[src/verilog/emf_pkg.sv]
// shared constants and types for the mac forwarding and buffer block
package emf_pkg;
	// register byte offsets on the avalon slave
	localparam int         ADDR_W       = 6;
	localparam logic [5:0] OFS_RX_MODE  = 6'h00;
	localparam logic [5:0] OFS_TX_MODE  = 6'h04;
	localparam logic [5:0] OFS_PORT_SEL = 6'h08;
	localparam logic [5:0] OFS_PHY_MGMT = 6'h0c;
	localparam logic [5:0] OFS_SW_TAG   = 6'h10;
	localparam logic [5:0] OFS_INT_STAT = 6'h14;
	localparam logic [5:0] OFS_INT_MASK = 6'h18;
	localparam logic [5:0] OFS_CALL     = 6'h1c;
	localparam logic [5:0] OFS_RELEASE  = 6'h20;
	localparam logic [5:0] OFS_CALL_RES = 6'h24;
	localparam logic [5:0] OFS_ACQ_ADDR = 6'h28;
	// mode and control fields
	localparam int MODE_SAF_BIT  = 29;
	localparam int RX_THR_LSB    = 0;
	localparam int RX_THR_W      = 3;
	localparam int TX_THR_LSB    = 0;
	localparam int TX_THR_W      = 2;
	localparam int TX_LFE_BIT    = 4;
	localparam int SW_TAG_BIT    = 0;
	localparam int PORT_GP_BIT   = 0;
	localparam int CALL_LONG_BIT = 0;
	localparam int CALL_SHRT_BIT = 1;
	localparam logic [31:0] RX_MODE_WMASK = 32'h2000_0007;
	localparam logic [31:0] TX_MODE_WMASK = 32'h2000_0013;
	localparam logic [31:0] RX_MODE_RST   = 32'h0000_0000;
	localparam logic [31:0] TX_MODE_RST   = 32'h2000_0000;
	// interrupt status layout
	localparam int INT_W        = 5;
	localparam int INT_RX_START = 0;
	localparam int INT_TX_START = 1;
	localparam int INT_UNSEC_WR = 2;
	localparam int INT_BR_UNSEC = 3;
	localparam int INT_NO_BUF   = 4;
	// call result layout
	localparam int RES_W        = 3;
	localparam int RES_VIOL_BIT = 0;
	localparam int RES_NOBUF_BIT = 2;
	// logical buffer address layout
	localparam int         PFX_LSB     = 27;
	localparam int         PFX_W       = 5;
	localparam logic [4:0] BUF_PREFIX  = 5'h01;
	localparam logic [2:0] LONG_MARK   = 3'h4;
	localparam logic [1:0] SHORT_MARK  = 2'h0;
	localparam int         IDX_LSB     = 18;
	localparam int         LONG_IDX_W  = 6;
	localparam int         SHORT_IDX_W = 7;
	typedef enum logic [1:0] {SRC_CPU = 2'b00, SRC_MAC_DMA = 2'b01,
		SRC_BR_XFER = 2'b10, SRC_BR_INTBUF = 2'b11} emf_src_t;
	typedef enum logic [1:0] {GATE_IDLE = 2'b00, GATE_FILL = 2'b01,
		GATE_SENT = 2'b10} emf_gate_st_t;
	typedef enum logic [1:0] {BUF_NONE = 2'b00, BUF_LONG = 2'b01,
		BUF_SHORT = 2'b10} emf_buf_kind_t;
endpackage : emf_pkg

[src/verilog/emf_alloc_if.sv]
// carrier between the register bank and the buffer allocator
`timescale 1ns/1ns
`default_nettype none
interface emf_alloc_if;
	logic        acq_long;
	logic        acq_short;
	logic        rel_valid;
	logic [31:0] rel_addr;
	logic [31:0] chk_addr;
	logic        rsp_valid;
	logic        rsp_ok;
	logic [31:0] rsp_addr;
	logic        chk_unsec;
	modport alloc (input acq_long, acq_short, rel_valid, rel_addr,
		chk_addr, output rsp_valid, rsp_ok, rsp_addr, chk_unsec);
	modport user (output acq_long, acq_short, rel_valid, rel_addr,
		chk_addr, input rsp_valid, rsp_ok, rsp_addr, chk_unsec);
endinterface : emf_alloc_if
`default_nettype wire

[src/verilog/emf_top.sv]
// ethernet mac fifo forwarding, port management and buffer checks
`timescale 1ns/1ns
`default_nettype none

// What this block does
// - phy management settings apply only while the general port is selected.
// - unselected, management writes are dropped; reads return zero.
// - receive store-and-forward: dma starts only after the frame's last word.
// - receive cut-through: dma starts once threshold words sit in the fifo.
// - transmit store-and-forward: sending waits for the written frame end.
// - cpu or mac dma writes to unsecured buffers raise an interrupt.
// - buffer ram dma stray access gives interrupt or result code by call kind.
// - long acquire address is prefix, 3'b100, long index, zeros.
// - short acquire address is prefix, 2'b00, short index, zeros.
module emf_top #(
	parameter int RX_CNT_W = 12,
	parameter int TX_CNT_W = 12,
	parameter int LONG_N   = 64,
	parameter int SHORT_N  = 128
) (
	input  wire logic                      ref_clk,
	input  wire logic                      arst_n,
	input  wire logic [emf_pkg::ADDR_W-1:0] avs_address,
	input  wire logic                      avs_read,
	input  wire logic                      avs_write,
	input  wire logic [31:0]               avs_writedata,
	input  wire logic [3:0]                avs_byteenable,
	output logic [31:0]                    avs_readdata,
	output logic                           avs_waitrequest,
	input  wire logic                      rx_word_wr,
	input  wire logic                      rx_frame_end,
	output logic                           rx_dma_start,
	input  wire logic                      tx_word_wr,
	input  wire logic                      tx_frame_end,
	output logic                           tx_start,
	output logic                           tx_long_frame_en,
	output logic                           switch_tag_en,
	output logic [31:0]                    phy_mgmt_ctrl,
	input  wire logic                      acc_valid,
	input  wire logic [31:0]               acc_addr,
	input  wire emf_pkg::emf_src_t         acc_src,
	output logic                           irq
);
	import emf_pkg::*;

	logic [31:0]      receive_mode_control_r;
	logic [31:0]      transmit_mode_control_r;
	logic [31:0]      mac_port_select_r;
	logic [31:0]      phy_mgmt_ctrl_reg_r;
	logic [31:0]      switch_mgmt_tag_ctrl_r;
	logic [INT_W-1:0] int_stat_r, int_stat_nxt;
	logic [INT_W-1:0] int_mask_r;
	logic [INT_W-1:0] int_events;
	logic [INT_W-1:0] int_clear;
	logic [RES_W-1:0] call_result_register_r, call_res_nxt;
	logic [RES_W-1:0] res_events;
	logic [RES_W-1:0] res_clear;
	logic [31:0]      acq_addr_r;
	logic [31:0]      rd_mux;
	logic             acq_long_r;
	logic             acq_short_r;
	logic             rel_r;
	logic [31:0]      rel_addr_r;
	logic             wr_go;
	logic             rd_take;
	logic             gp_selected;
	logic             stray_any;

	emf_alloc_if alloc_bus ();

	// byte-lane merge of a write into a held register
	function automatic logic [31:0] be_merge(input logic [31:0] old,
		input logic [31:0] wdata, input logic [3:0] be);
		logic [31:0] res;
		res = old;
		for (int b = 0; b < 4; b++) begin
			if (be[b]) res[b*8 +: 8] = wdata[b*8 +: 8];
		end
		return res;
	endfunction : be_merge

	// address compare shared by every register write
	function automatic logic reg_hit(input logic [ADDR_W-1:0] a,
		input logic [ADDR_W-1:0] ofs);
		return a == ofs;
	endfunction : reg_hit

	// a write lands only on the edge where waitrequest is seen low
	assign wr_go = avs_write && !avs_waitrequest;
	assign rd_take = avs_read && avs_waitrequest;
	assign gp_selected = mac_port_select_r[PORT_GP_BIT];

	// one wait cycle per access, then waitrequest drops for one cycle
	always_ff @(posedge ref_clk or negedge arst_n) begin
		if (!arst_n) begin
			avs_waitrequest <= 1'b1;
		end else begin
			avs_waitrequest <= !((avs_read || avs_write) && avs_waitrequest);
		end
	end

	// receive mode register, only documented bits are writable
	always_ff @(posedge ref_clk or negedge arst_n) begin
		if (!arst_n) begin
			receive_mode_control_r <= RX_MODE_RST;
		end else if (wr_go && reg_hit(avs_address, OFS_RX_MODE)) begin
			receive_mode_control_r <= RX_MODE_WMASK & be_merge(
				receive_mode_control_r, avs_writedata, avs_byteenable);
		end
	end

	// transmit mode register; resets to store-and-forward for safety
	// a zero mode bit runs cut-through; software is not allowed to use it
	always_ff @(posedge ref_clk or negedge arst_n) begin
		if (!arst_n) begin
			transmit_mode_control_r <= TX_MODE_RST;
		end else if (wr_go && reg_hit(avs_address, OFS_TX_MODE)) begin
			transmit_mode_control_r <= TX_MODE_WMASK & be_merge(
				transmit_mode_control_r, avs_writedata, avs_byteenable);
		end
	end

	// port selection and switch tag control
	always_ff @(posedge ref_clk or negedge arst_n) begin
		if (!arst_n) begin
			mac_port_select_r <= '0;
			switch_mgmt_tag_ctrl_r <= '0;
		end else if (wr_go) begin
			if (reg_hit(avs_address, OFS_PORT_SEL))
				mac_port_select_r <= be_merge(mac_port_select_r,
					avs_writedata, avs_byteenable);
			if (reg_hit(avs_address, OFS_SW_TAG))
				switch_mgmt_tag_ctrl_r <= be_merge(switch_mgmt_tag_ctrl_r,
					avs_writedata, avs_byteenable);
		end
	end

	always_ff @(posedge ref_clk or negedge arst_n) begin
		if (!arst_n) begin
			phy_mgmt_ctrl_reg_r <= '0;
		end else if (wr_go && reg_hit(avs_address, OFS_PHY_MGMT)
			&& gp_selected) begin
			phy_mgmt_ctrl_reg_r <= be_merge(phy_mgmt_ctrl_reg_r,
				avs_writedata, avs_byteenable);
		end
	end

	always_ff @(posedge ref_clk or negedge arst_n) begin
		if (!arst_n) begin
			phy_mgmt_ctrl <= '0;
		end else if (gp_selected) begin
			phy_mgmt_ctrl <= phy_mgmt_ctrl_reg_r;
		end
	end

	// level outputs for the transmit path; software owns their pairing
	always_ff @(posedge ref_clk or negedge arst_n) begin
		if (!arst_n) begin
			tx_long_frame_en <= 1'b0;
			switch_tag_en <= 1'b0;
		end else begin
			tx_long_frame_en <= transmit_mode_control_r[TX_LFE_BIT];
			switch_tag_en <= switch_mgmt_tag_ctrl_r[SW_TAG_BIT];
		end
	end

	emf_fwd_gate #(
		.CNT_W     (RX_CNT_W),
		.THR_W     (RX_THR_W)
	) u_rx_gate (
		.ref_clk   (ref_clk),
		.arst_n    (arst_n),
		.saf_mode  (receive_mode_control_r[MODE_SAF_BIT]),
		.start_thr (receive_mode_control_r[RX_THR_LSB +: RX_THR_W]),
		.word_wr   (rx_word_wr),
		.frame_end (rx_frame_end),
		.start_r   (rx_dma_start)
	);

	emf_fwd_gate #(
		.CNT_W     (TX_CNT_W),
		.THR_W     (TX_THR_W)
	) u_tx_gate (
		.ref_clk   (ref_clk),
		.arst_n    (arst_n),
		.saf_mode  (transmit_mode_control_r[MODE_SAF_BIT]),
		.start_thr (transmit_mode_control_r[TX_THR_LSB +: TX_THR_W]),
		.word_wr   (tx_word_wr),
		.frame_end (tx_frame_end),
		.start_r   (tx_start)
	);

	// call commands become one-cycle pulses toward the allocator
	// both call bits together: the allocator serves the long request
	always_ff @(posedge ref_clk or negedge arst_n) begin
		if (!arst_n) begin
			acq_long_r <= 1'b0;
			acq_short_r <= 1'b0;
			rel_r <= 1'b0;
			rel_addr_r <= '0;
		end else begin
			acq_long_r <= wr_go && reg_hit(avs_address, OFS_CALL)
				&& avs_writedata[CALL_LONG_BIT];
			acq_short_r <= wr_go && reg_hit(avs_address, OFS_CALL)
				&& avs_writedata[CALL_SHRT_BIT];
			rel_r <= wr_go && reg_hit(avs_address, OFS_RELEASE);
			if (wr_go && reg_hit(avs_address, OFS_RELEASE))
				rel_addr_r <= avs_writedata;
		end
	end

	// pulses and the checked address travel to the allocator
	assign alloc_bus.acq_long = acq_long_r;
	assign alloc_bus.acq_short = acq_short_r;
	assign alloc_bus.rel_valid = rel_r;
	assign alloc_bus.rel_addr = rel_addr_r;
	assign alloc_bus.chk_addr = acc_addr;

	emf_buf_alloc #(
		.LONG_N  (LONG_N),
		.SHORT_N (SHORT_N)
	) u_alloc (
		.ref_clk (ref_clk),
		.arst_n  (arst_n),
		.bus     (alloc_bus)
	);

	// last granted start address, kept until the next grant
	always_ff @(posedge ref_clk or negedge arst_n) begin
		if (!arst_n) begin
			acq_addr_r <= '0;
		end else if (alloc_bus.rsp_valid && alloc_bus.rsp_ok) begin
			acq_addr_r <= alloc_bus.rsp_addr;
		end
	end

	// stray access: a pool address whose slot nobody owns
	assign stray_any = acc_valid && alloc_bus.chk_unsec;

	// event sources; clears are write-one, set beats clear
	always_comb begin
		int_events = '0;
		int_events[INT_RX_START] = rx_dma_start;
		int_events[INT_TX_START] = tx_start;
		int_events[INT_UNSEC_WR] = stray_any
			&& (acc_src == SRC_CPU || acc_src == SRC_MAC_DMA);
		int_events[INT_BR_UNSEC] = stray_any && acc_src == SRC_BR_INTBUF;
		// a failed acquire is also coded in the result register
		int_events[INT_NO_BUF] = alloc_bus.rsp_valid && !alloc_bus.rsp_ok;
		int_clear = '0;
		if (wr_go && reg_hit(avs_address, OFS_INT_STAT))
			int_clear = avs_writedata[INT_W-1:0];
		int_stat_nxt = (int_stat_r & ~int_clear) | int_events;
	end

	// sticky interrupt status and its mask
	always_ff @(posedge ref_clk or negedge arst_n) begin
		if (!arst_n) begin
			int_stat_r <= '0;
			int_mask_r <= '0;
		end else begin
			int_stat_r <= int_stat_nxt;
			if (wr_go && reg_hit(avs_address, OFS_INT_MASK))
				int_mask_r <= avs_writedata[INT_W-1:0];
		end
	end

	// level interrupt from next status so it tracks the sticky bits
	always_ff @(posedge ref_clk or negedge arst_n) begin
		if (!arst_n) begin
			irq <= 1'b0;
		end else begin
			irq <= |(int_stat_nxt & int_mask_r);
		end
	end

	// result codes of calls; write-one clears, hardware set wins
	always_comb begin
		res_events = '0;
		// result bit 1 is never coded by this block
		// transfer-style calls, then failed acquires
		res_events[RES_VIOL_BIT] = stray_any && acc_src == SRC_BR_XFER;
		res_events[RES_NOBUF_BIT] = alloc_bus.rsp_valid
			&& !alloc_bus.rsp_ok;
		res_clear = '0;
		if (wr_go && reg_hit(avs_address, OFS_CALL_RES))
			res_clear = avs_writedata[RES_W-1:0];
		call_res_nxt = (call_result_register_r & ~res_clear) | res_events;
	end

	// result codes stay until software clears them
	always_ff @(posedge ref_clk or negedge arst_n) begin
		if (!arst_n) begin
			call_result_register_r <= '0;
		end else begin
			call_result_register_r <= call_res_nxt;
		end
	end

	// read mux; unmapped offsets read as zero
	always_comb begin
		rd_mux = '0;
		case (avs_address)
			OFS_RX_MODE:  rd_mux = receive_mode_control_r;
			OFS_TX_MODE:  rd_mux = transmit_mode_control_r;
			OFS_PORT_SEL: rd_mux = mac_port_select_r;
			OFS_PHY_MGMT: rd_mux = gp_selected ? phy_mgmt_ctrl_reg_r : '0;
			OFS_SW_TAG:   rd_mux = switch_mgmt_tag_ctrl_r;
			// status and result fields are narrower than the bus
			OFS_INT_STAT: rd_mux = {{(32-INT_W){1'b0}}, int_stat_r};
			OFS_INT_MASK: rd_mux = {{(32-INT_W){1'b0}}, int_mask_r};
			OFS_CALL_RES: rd_mux = {{(32-RES_W){1'b0}},
				call_result_register_r};
			OFS_ACQ_ADDR: rd_mux = acq_addr_r;
			default:      rd_mux = '0;
		endcase
	end

	// read data captured in the wait cycle, stands at the accepting edge
	always_ff @(posedge ref_clk or negedge arst_n) begin
		if (!arst_n) begin
			avs_readdata <= '0;
		end else if (rd_take) begin
			avs_readdata <= rd_mux;
		end
	end
endmodule : emf_top
`default_nettype wire

[src/verilog/emf_fwd_gate.sv]
// start gate deciding when a fifo frame may be forwarded
`timescale 1ns/1ns
`default_nettype none
module emf_fwd_gate #(
	parameter int CNT_W = 12,
	parameter int THR_W = 3
) (
	input  wire logic             ref_clk,
	input  wire logic             arst_n,
	input  wire logic             saf_mode,
	input  wire logic [THR_W-1:0] start_thr,
	input  wire logic             word_wr,
	input  wire logic             frame_end,
	output logic                  start_r
);
	import emf_pkg::*;
	emf_gate_st_t     st_r, st_nxt;
	logic             mode_r;
	logic             mode_eff;
	logic             fire;
	logic [CNT_W-1:0] cnt_r, cnt_nxt;

	// mode is sampled on the first word so a frame keeps its mode
	always_comb begin
		mode_eff = (st_r == GATE_IDLE) ? saf_mode : mode_r;
		cnt_nxt = ((st_r == GATE_IDLE) ? '0 : cnt_r) + CNT_W'(word_wr);
		fire = ((st_r == GATE_FILL) || word_wr) && (st_r != GATE_SENT)
			&& (frame_end || (!mode_eff && cnt_nxt >= CNT_W'(start_thr)));
		st_nxt = st_r;
		unique case (st_r)
			GATE_IDLE: if (word_wr && !frame_end) begin
				st_nxt = fire ? GATE_SENT : GATE_FILL;
			end
			GATE_FILL: if (frame_end) begin
				st_nxt = GATE_IDLE;
			end else if (fire) begin
				st_nxt = GATE_SENT;
			end
			GATE_SENT: if (frame_end) begin
				st_nxt = GATE_IDLE;
			end
			default: st_nxt = GATE_IDLE;
		endcase
	end

	// state, count, latched mode and the one-cycle start pulse
	always_ff @(posedge ref_clk or negedge arst_n) begin
		if (!arst_n) begin
			st_r <= GATE_IDLE;
			cnt_r <= '0;
			mode_r <= 1'b0;
			start_r <= 1'b0;
		end else begin
			st_r <= st_nxt;
			cnt_r <= cnt_nxt;
			mode_r <= mode_eff;
			start_r <= fire;
		end
	end
endmodule : emf_fwd_gate
`default_nettype wire

[src/verilog/emf_buf_alloc.sv]
// buffer allocator: hands out long and short buffers, flags stray access
`timescale 1ns/1ns
`default_nettype none
module emf_buf_alloc #(
	parameter int LONG_N  = 64,
	parameter int SHORT_N = 128
) (
	input  wire logic  ref_clk,
	input  wire logic  arst_n,
	emf_alloc_if.alloc bus
);
	import emf_pkg::*;
	logic [LONG_N-1:0]    long_used_r;
	logic [SHORT_N-1:0]   short_used_r;
	logic [SHORT_IDX_W:0] ff_long, ff_short;
	emf_buf_kind_t        rel_kind, chk_kind;

	// lowest free slot; msb of the result says one was found
	function automatic logic [SHORT_IDX_W:0] first_free(
		input logic [SHORT_N-1:0] used);
		logic [SHORT_IDX_W:0] res;
		res = '0;
		for (int i = SHORT_N - 1; i >= 0; i--) begin
			if (!used[i]) res = {1'b1, SHORT_IDX_W'(i)};
		end
		return res;
	endfunction : first_free

	// which pool a logical address falls in
	function automatic emf_buf_kind_t buf_kind(input logic [31:0] a);
		emf_buf_kind_t k;
		k = BUF_NONE;
		if (a[PFX_LSB +: PFX_W] == BUF_PREFIX) begin
			if (a[PFX_LSB-1 -: 3] == LONG_MARK) k = BUF_LONG;
			else if (a[PFX_LSB-1 -: 2] == SHORT_MARK) k = BUF_SHORT;
		end
		return k;
	endfunction : buf_kind

	// long pool padded with used slots so one search serves both
	always_comb begin
		ff_long = first_free({{(SHORT_N-LONG_N){1'b1}}, long_used_r});
		ff_short = first_free(short_used_r);
		rel_kind = buf_kind(bus.rel_addr);
		chk_kind = buf_kind(bus.chk_addr);
		bus.chk_unsec = 1'b0;
		unique case (chk_kind)
			BUF_LONG: bus.chk_unsec =
				!long_used_r[bus.chk_addr[IDX_LSB +: LONG_IDX_W]];
			BUF_SHORT: bus.chk_unsec =
				!short_used_r[bus.chk_addr[IDX_LSB +: SHORT_IDX_W]];
			default: bus.chk_unsec = 1'b0;
		endcase
	end

	// ownership maps; release first, then the new grant
	always_ff @(posedge ref_clk or negedge arst_n) begin
		if (!arst_n) begin
			long_used_r <= '0;
			short_used_r <= '0;
		end else begin
			if (bus.rel_valid && rel_kind == BUF_LONG)
				long_used_r[bus.rel_addr[IDX_LSB +: LONG_IDX_W]] <= 1'b0;
			if (bus.rel_valid && rel_kind == BUF_SHORT)
				short_used_r[bus.rel_addr[IDX_LSB +: SHORT_IDX_W]] <= 1'b0;
			if (bus.acq_long && ff_long[SHORT_IDX_W])
				long_used_r[ff_long[LONG_IDX_W-1:0]] <= 1'b1;
			else if (bus.acq_short && ff_short[SHORT_IDX_W])
				short_used_r[ff_short[SHORT_IDX_W-1:0]] <= 1'b1;
		end
	end

	// start address of the granted buffer
	always_ff @(posedge ref_clk or negedge arst_n) begin
		if (!arst_n) begin
			bus.rsp_valid <= 1'b0;
			bus.rsp_ok <= 1'b0;
			bus.rsp_addr <= '0;
		end else begin
			bus.rsp_valid <= bus.acq_long || bus.acq_short;
			bus.rsp_ok <= bus.acq_long ? ff_long[SHORT_IDX_W]
				: ff_short[SHORT_IDX_W];
			bus.rsp_addr <= bus.acq_long
				? {BUF_PREFIX, LONG_MARK, ff_long[LONG_IDX_W-1:0],
					{IDX_LSB{1'b0}}}
				: {BUF_PREFIX, SHORT_MARK, ff_short[SHORT_IDX_W-1:0],
					{IDX_LSB{1'b0}}};
		end
	end
endmodule : emf_buf_alloc
`default_nettype wire

[config.mk]
export PLATFORM = sky130hd
export DESIGN_NAME = emf_top
export DESIGN_NICKNAME = d
export VERILOG_FILES = /design/src/verilog/emf_pkg.sv /design/src/verilog/emf_alloc_if.sv /design/src/verilog/emf_top.sv /design/src/verilog/emf_fwd_gate.sv /design/src/verilog/emf_buf_alloc.sv
export SDC_FILE = /design/constraint.sdc
export NUM_CORES = 1
export LEC_CHECK = 0
export ABC_AREA = 1
export BUFFER_PORTS_ARGS = -buffer_cell sky130_fd_sc_hd__buf_2
export CELL_PAD_IN_SITES_DETAIL_PLACEMENT = 0
export CELL_PAD_IN_SITES_GLOBAL_PLACEMENT = 1
export CORE_MARGIN = 3
export CORE_UTILIZATION = 49
export DETAILED_ROUTE_END_ITERATION = 6
export HOLD_SLACK_MARGIN = 0.12
export PLACE_DENSITY_LB_ADDON = 0.1
export SETUP_SLACK_MARGIN = 0.2
export SLEW_MARGIN = 20
export SYNTH_ARGS = -nofsm -noshare
export SYNTH_HDL_FRONTEND = slang
export SYNTH_SLANG_ARGS = --single-unit
[constraint.sdc]
create_clock -name ref_clk -period 13.45 [get_ports ref_clk]
set_clock_uncertainty 0.15 [all_clocks]
set_input_delay 4.035 -clock ref_clk [delete_from_list [all_inputs] [get_ports ref_clk]]
set_output_delay 4.035 -clock ref_clk [all_outputs]
set_load 0.02 [all_outputs]
After elaboration in Yosys (flattened, before gate mapping)
Cells that the tools add are included.
{"block": "classes", "n_eq_ne": 33, "order_cmp": 12, "bitwise_logic": 13, "muxes": 238, "shifts": 0, "n_reduce_logical": 77, "mul": 0, "add_sub_neg": 2, "div": 0}
{"op": "$mux 8", "n": 192}
{"op": "$mux 128", "n": 3}
{"op": "$pmux 32 s9", "n": 1}
{"op": "$and 128x128->128", "n": 1}
{"op": "$mux 64", "n": 2}
{"op": "$not 128->128", "n": 1}
{"op": "$or 128x128->128", "n": 1}
{"op": "$and 64x64->64", "n": 1}
{"op": "$not 64->64", "n": 1}
{"op": "$or 64x64->64", "n": 1}
{"op": "$logic_and 1x1->1", "n": 36}
{"op": "$mux 2", "n": 16}
{"op": "$mux 32", "n": 1}
{"op": "$reduce_and 3->1", "n": 10}
{"op": "$mux 27", "n": 1}
{"op": "$add 12x1->12", "n": 2}
{"op": "$eq 6x5->1 const B", "n": 4}
{"op": "$lt 7x8->1 const B", "n": 3}
{"op": "$mux 12", "n": 2}
{"op": "$lt 6x7->1 const B", "n": 3}
{"op": "$eq 6x6->1 const B", "n": 3}
{"op": "$reduce_and 2->1", "n": 8}
{"op": "$demux 1 s7", "n": 2}
{"op": "$ge 7x1->1 const B", "n": 2}
{"op": "30 further kinds", "n": 78}
{"block": "word_totals", "elab_cells": 418, "ram_bits": 0, "reg_bits": 510, "n_memories": 0, "rom_bits": 0, "inputBits": 85, "latchBits": 0, "out_inout_bits": 70}

Logic depth before layout (Yosys ltp)
{"block": "logic_depth", "word_depth": 135, "ltp_mapped": 131, "ltp_nobuf": 130}

Hierarchy
From an unflattened synthesis, not the netlist that was laid out.
{"block": "unflattened", "cells_unflattened": 3288, "area_unflattened_um2": 25426.9}
{"mod": "emf_buf_alloc", "cells_each": 1822, "area_each_um2": 12783.5, "n_inst": 1, "seq_area_each_um2": 5079.9}
{"mod": "emf_top", "cells_each": 1170, "area_each_um2": 10471.3, "n_inst": 1, "seq_area_each_um2": 6308.6}
{"mod": "emf_fwd_gate (u_rx_gate)", "cells_each": 157, "area_each_um2": 1167.4, "n_inst": 1, "seq_area_each_um2": 400.4}
{"mod": "emf_fwd_gate (u_tx_gate)", "cells_each": 139, "area_each_um2": 1004.7, "n_inst": 1, "seq_area_each_um2": 400.4}

Least setup slack after synthesis
OpenSTA, ideal clock, no wires.
{"block": "synth_timing", "kind": "in2reg", "from": "input port rx_word_wr", "to": "register u_rx_gate.st_r[0]", "arrival_ps": 6650, "cell_stages": 13, "required_ps": 13175, "setup_ps": 125, "n_path_buf": 0, "setup_slack_ps": 6525, "path_cell_list": "ha_1 -> ha_1 -> ha_1 -> a21oi_1 -> nand2_1 -> a21oi_1 -> nand2_1 -> nor4_1 -> or3b_2 -> or4_1 -> a21oi_1 -> a211oi_1 -> a2111oi_0"}
{"block": "synth_between", "elab_chain_len": 8, "word_cells_on_any_way": 14, "cone_classes": "add/sub: 1; order compare: 1; eq/ne: 2; mux: 3; reduce/logical: 7"}
{"item": "start: declaration", "line": "emf_top.sv:30", "text": "input wire logic rx_word_wr,"}
{"item": "$add 12x1->12 (*)", "line": "emf_fwd_gate.sv:26", "text": "cnt_nxt = ((st_r == GATE_IDLE) ? '0 : cnt_r) + CNT_W'(word_wr);"}
{"item": "net u_rx_gate.cnt_nxt[1]", "line": "emf_fwd_gate.sv:21", "text": "logic [CNT_W-1:0] cnt_r, cnt_nxt;"}
{"item": "$ge 12x3->1 (*)", "line": "emf_fwd_gate.sv:28", "text": "&& (frame_end || (!mode_eff && cnt_nxt >= CNT_W'(start_thr)));"}
{"item": "$logic_and 1x1->1 (*)", "line": "emf_fwd_gate.sv:28"}
{"item": "$logic_or 1x1->1 (*)", "line": "emf_fwd_gate.sv:28"}
{"item": "$logic_and 1x1->1 (*)", "line": "emf_fwd_gate.sv:28"}
{"item": "net u_rx_gate.fire", "line": "emf_fwd_gate.sv:20", "text": "logic fire;"}
{"item": "$mux 2", "line": "emf_fwd_gate.sv:32", "text": "st_nxt = fire ? GATE_SENT : GATE_FILL;"}
{"item": "$mux 2", "line": "emf_fwd_gate.sv:31", "text": "GATE_IDLE: if (word_wr && !frame_end) begin"}
{"item": "$pmux 2 s3", "line": "emf_fwd_gate.sv:30", "text": "unique case (st_r)"}
{"item": "end signal: assignment", "line": "emf_fwd_gate.sv:54", "text": "st_r <= st_nxt;"}
{"item": "end: declaration", "line": "emf_fwd_gate.sv:17", "text": "emf_gate_st_t st_r, st_nxt;"}
Mark *: on every way through the listed nets, which the timed path passes. The rest lies on a longest branch. The select of a mux whose other input is x is not followed.
A chain may end at the register's enable or synchronous reset.

Final worst setup path
{"block": "layout_timing", "from": "register u_alloc.short_used_r[127]", "to": "register u_alloc.short_used_r[30]"}
{"block": "layout_between", "elab_chain_len": 135, "word_cells_on_any_way": 137, "cone_classes": "order compare: 2; mux: 132; bitwise: 1; reduce/logical: 2"}
{"item": "start: declaration", "line": "emf_buf_alloc.sv:14", "text": "logic [SHORT_N-1:0] short_used_r;"}
{"item": "start signal: assignment", "line": "emf_buf_alloc.sv:60", "text": "short_used_r <= '0;"}
{"item": "start signal: indexed assignment", "line": "emf_buf_alloc.sv:65", "text": "short_used_r[bus.rel_addr[IDX_LSB +: SHORT_IDX_W]] <= 1'b0;"}
{"item": "start signal: indexed assignment", "line": "emf_buf_alloc.sv:69", "text": "short_used_r[ff_short[SHORT_IDX_W-1:0]] <= 1'b1;"}
{"item": "$mux 8 (*) (128 in a row)", "line": "emf_buf_alloc.sv:24", "text": "if (!used[i]) res = {1'b1, SHORT_IDX_W'(i)};"}
{"item": "$lt 7x8->1 (implied by the code) / $ge 7x1->1 (equally long branches)", "line": "emf_buf_alloc.sv:69"}
{"item": "$logic_and 1x1->1 (implied by the code)", "line": "emf_buf_alloc.sv:69"}
{"item": "$mux 1 (implied by the code)", "line": "emf_buf_alloc.sv:69"}
{"item": "$demux 1 s7"}
{"item": "$or 128x128->128 (no source line)"}
{"item": "$mux 128 (*)", "line": "emf_buf_alloc.sv:68", "text": "else if (bus.acq_short && ff_short[SHORT_IDX_W])"}
{"item": "$mux 128 (*)", "line": "emf_buf_alloc.sv:66", "text": "if (bus.acq_long && ff_long[SHORT_IDX_W])"}
Mark *: on every way between the ends. The rest lies on a longest branch, timed or not.

==> flow_summary.yaml <==
critical_path:
  end_kind: "register"
  cp-startpoint: "u_alloc.short_used_r[127]$_DFF_PN0_"
  cp.arrival_ps: 8880
  critPathKind: "register to register"
  timing.rr.start: "u_alloc.short_used_r[127]$_DFF_PN0_"
  ff2ff_path_depth: 130
  worstPathMaxFanout: 81
  required_ps: 13770
  cp.buffers_inverters: 1
  r2r_slack_ps: 4890
  timing.rr.end: "u_alloc.short_used_r[30]$_DFF_PN0_"
  crit_slowest_cell: "nand2_8"
  crit_family: "simple AND/OR/NAND/NOR gates"
  slowest_delay_ps: 550
  start_kind: "register"
  crit_path_frequent_cell: "nand2_1"
yosys:
  synth_edf_count: 0
  syn_area_um2: 22850
  ys_seq_area_share_pct: 48.85
  synthArstFlopShare_pct: 100.0
  yosysTopAreaCell: "dfrtp_1"
  synth_cells: 2989
  syn_nets: 3085
  synthMostInstantiatedCell: "nand2_1"
  synthFlopType: "dfrtp_1"
  syn_avg_cell_area_um2: 7.645
  synth_seq_cells: 446
  yosysWarnings: 0
  netlist_top_cells_area: "dfrtp_1 49%, nand2_1 14%, o21ai_0 13%"
  synth_commonest_cells: "851 x nand2_1, 578 x o21ai_0, 444 x dfrtp_1, 286 x nor2_1, 197 x inv_1"
  yosysUniqueCellTypes: 53
  synth_top_area_share_pct: 48.62
clocking:
  cts-root-buf: "clkbuf_16"
  htreeDepth: 2
  cts_sinks: 446
  clock_latency_ps: 610
  path_clk_slew_ps: 60
  cts_buffers: 49
  clock_path_buffers: 3
  postCtsSetupRepairBufs: 0
  cts_tree: "built"
  holdBufCountCts: 0
  post_cts_resized: 0
timing:
  fmaxAchievable_mhz: 116.8
  drv_slew: 0
  hold_violations: 0
  fin_ws_ps: 4887
  rsz0062_at_grt: "no"
  final.min_clock_period_ps: 8563
  setup_viol: 0
  max_slew_margin_pct: 24.36
  min_period_over_period_pct: 63.67
  tightestPinTransition_ps: 1128
  fin_tns_setup_ps: 0
power:
  power_density_nw_per_um2: 121.2
  power.leakage_nw: 11.74
  peakVddDrop_v: 0.0001166
finish:
  diodes: 0
  area_growth_pct: 13.05
  nFillCells: 4299
  layout-drive-gt1-share_pct: 9.044
  final_nets: 3174
global_routing:
  grt_pass1_vias: 20835
  grtUsageTotal_pct: 30.60
  globalRouteOverflowTotal: 0
  grt_pass1_wl_um: 120500
  antenna_found_initial: 0
  grt_max_degree: 183
place:
  dp_worst_setup_slack_ps: 5018
  port_buffers: 136
  gp_congestion: 0.9234
  dp.final_hpwl_um: 48820
run:
  cap_viol_max_count: 0
detailed_routing:
  vias_per_cell: 5.936
  wl_per_cell_um: 20.65
  via_count: 22069
  drt_pass1_iterations: 6
  routed_wl_um: 76760
  ant_nets: 0
  drt_iter0_drc: 2355
  drcViolationCount: 0
die:
  die_w_um: 222.0
  io_pins: 155
  die-area_um2: 49260
  initial_core_util_pct: 50.03
  num_rows: 78
  chipHeight_um: 222.0
  core_um2: 45670
run_status:
  status: "finished clean"
worst_hold_path:
  hold_start: "switch_mgmt_tag_ctrl_r[0]$_DFFE_PN0P_"
  hold_depth: 0
  min_path_type: "register to register"
  holdPathEnd: "switch_tag_en$_DFF_PN0_"
-- worst max-delay path by stage --
stage	to	depth (start not counted)
after floorplan	u_rx_gate.st_r[0]$_DFFE_PN0P_	13
after global placement	u_alloc.short_used_r[126]$_DFF_PN0_	130
after detailed placement	u_alloc.short_used_r[10]$_DFF_PN0_	130
after CTS	u_alloc.short_used_r[30]$_DFF_PN0_	130
after global routing	u_alloc.short_used_r[78]$_DFF_PN0_	130
final	u_alloc.short_used_r[30]$_DFF_PN0_	130
-- registers in the layout, summed over array words and instances (netlist names), 3 cells and up --
signal / flops
u_tx_gate.cnt_r: 12
u_rx_gate.cnt_r: 12
call_result_register_r: 3
mac_port_select_r: 32
acq_addr_r: 9
int_stat_r: 5
avs_readdata: 32
phy_mgmt_ctrl_reg_r: 32
int_mask_r: 5
u_alloc.short_used_r: 128
transmit_mode_control_r: 4
alloc_bus.rel_addr: 14
u_alloc.bus.rsp_addr: 9
phy_mgmt_ctrl: 32
u_alloc.long_used_r: 64
receive_mode_control_r: 4
switch_mgmt_tag_ctrl_r: 32
-- cells by family after synthesis --
logic type	Yosys count	synth area share, %
simple gates	1394	24.98
compound gates	784	18.85
fa+ha+maj	11	0.6023
flops	446	48.85
buf+inv	331	5.782
mux	7	0.3450
xor+xnor	15	0.5749
other cells	1	0.01641
-- placed cells by master, fill, tap and decap left out, types with 22 or more instances in the layout --
master	Yosys	routed
nand2_1	851	850
o21ai_0	578	578
buf_4	0	30
dfrtp_1	444	443
nand4_1	75	75
clkbuf_16	0	50
buf_2	3	135
o22ai_1	22	22
nand3_1	118	118
inv_1	197	195
o221ai_1	25	25
nor3_1	40	32
a21oi_1	49	49
nor2_1	286	280
-- cell type report --
| type | count | area [um^2] | area share, % |
|---|---|---|---|
| repair buffers | 167 | 935.9 | 3.623 |
| inverters | 202 | 758.2 | 2.935 |
| well taps | 600 | 750.7 | 2.906 |
| flip-flops and latches | 446 | 11160 | 43.22 |
| clock inverters | 20 | 332.8 | 1.288 |
| clock buffers | 71 | 1440 | 5.575 |
| multi-input cells | 2212 | 10450 | 40.46 |
-- through the flow --
stage	util [%]	area, um^2	cells	hold WS [ps]	power [mW]
after floorplan	-	22850	2989	224.1	1.554
after global placement	52.65	24050	3627	255.9	1.663
after detailed placement	52.68	24060	3627	258.2	1.671
after CTS	56.56	25830	3718	272.3	3.148
after global routing	56.56	25830	3718	286.1	3.234
final	56.56	25830	3718	272.2	3.130
-- worst register-to-register path, delay by kind of cell, from the launching register on --
family	cells	cell delay [ps]
buffers and inverters	1	60
AND/OR/NAND/NOR	129	7750
flip-flops	1	430
-- report_power, final --
| part | leakage [nW] | internal, mW | total (mW) | switching, mW |
|---|---|---|---|---|
| clock network | 0.872 | 0.900 | 1.48 | 0.581 |
| registers | 6.16 | 1.37 | 1.40 | 0.0255 |
| logic | 4.70 | 0.0642 | 0.249 | 0.185 |
-- layer usage --
layer / wire, um / GRT usage (%) / part of all wire (%)
met5: 0 / 0 / 0
met3: 6466 / 5.124 / 8.4
met2: 35440 / 48.45 / 46
met4: 2611 / 10.82 / 3.4
met1: 32250 / 42.80 / 42
(Power assumes the default switching activity.)
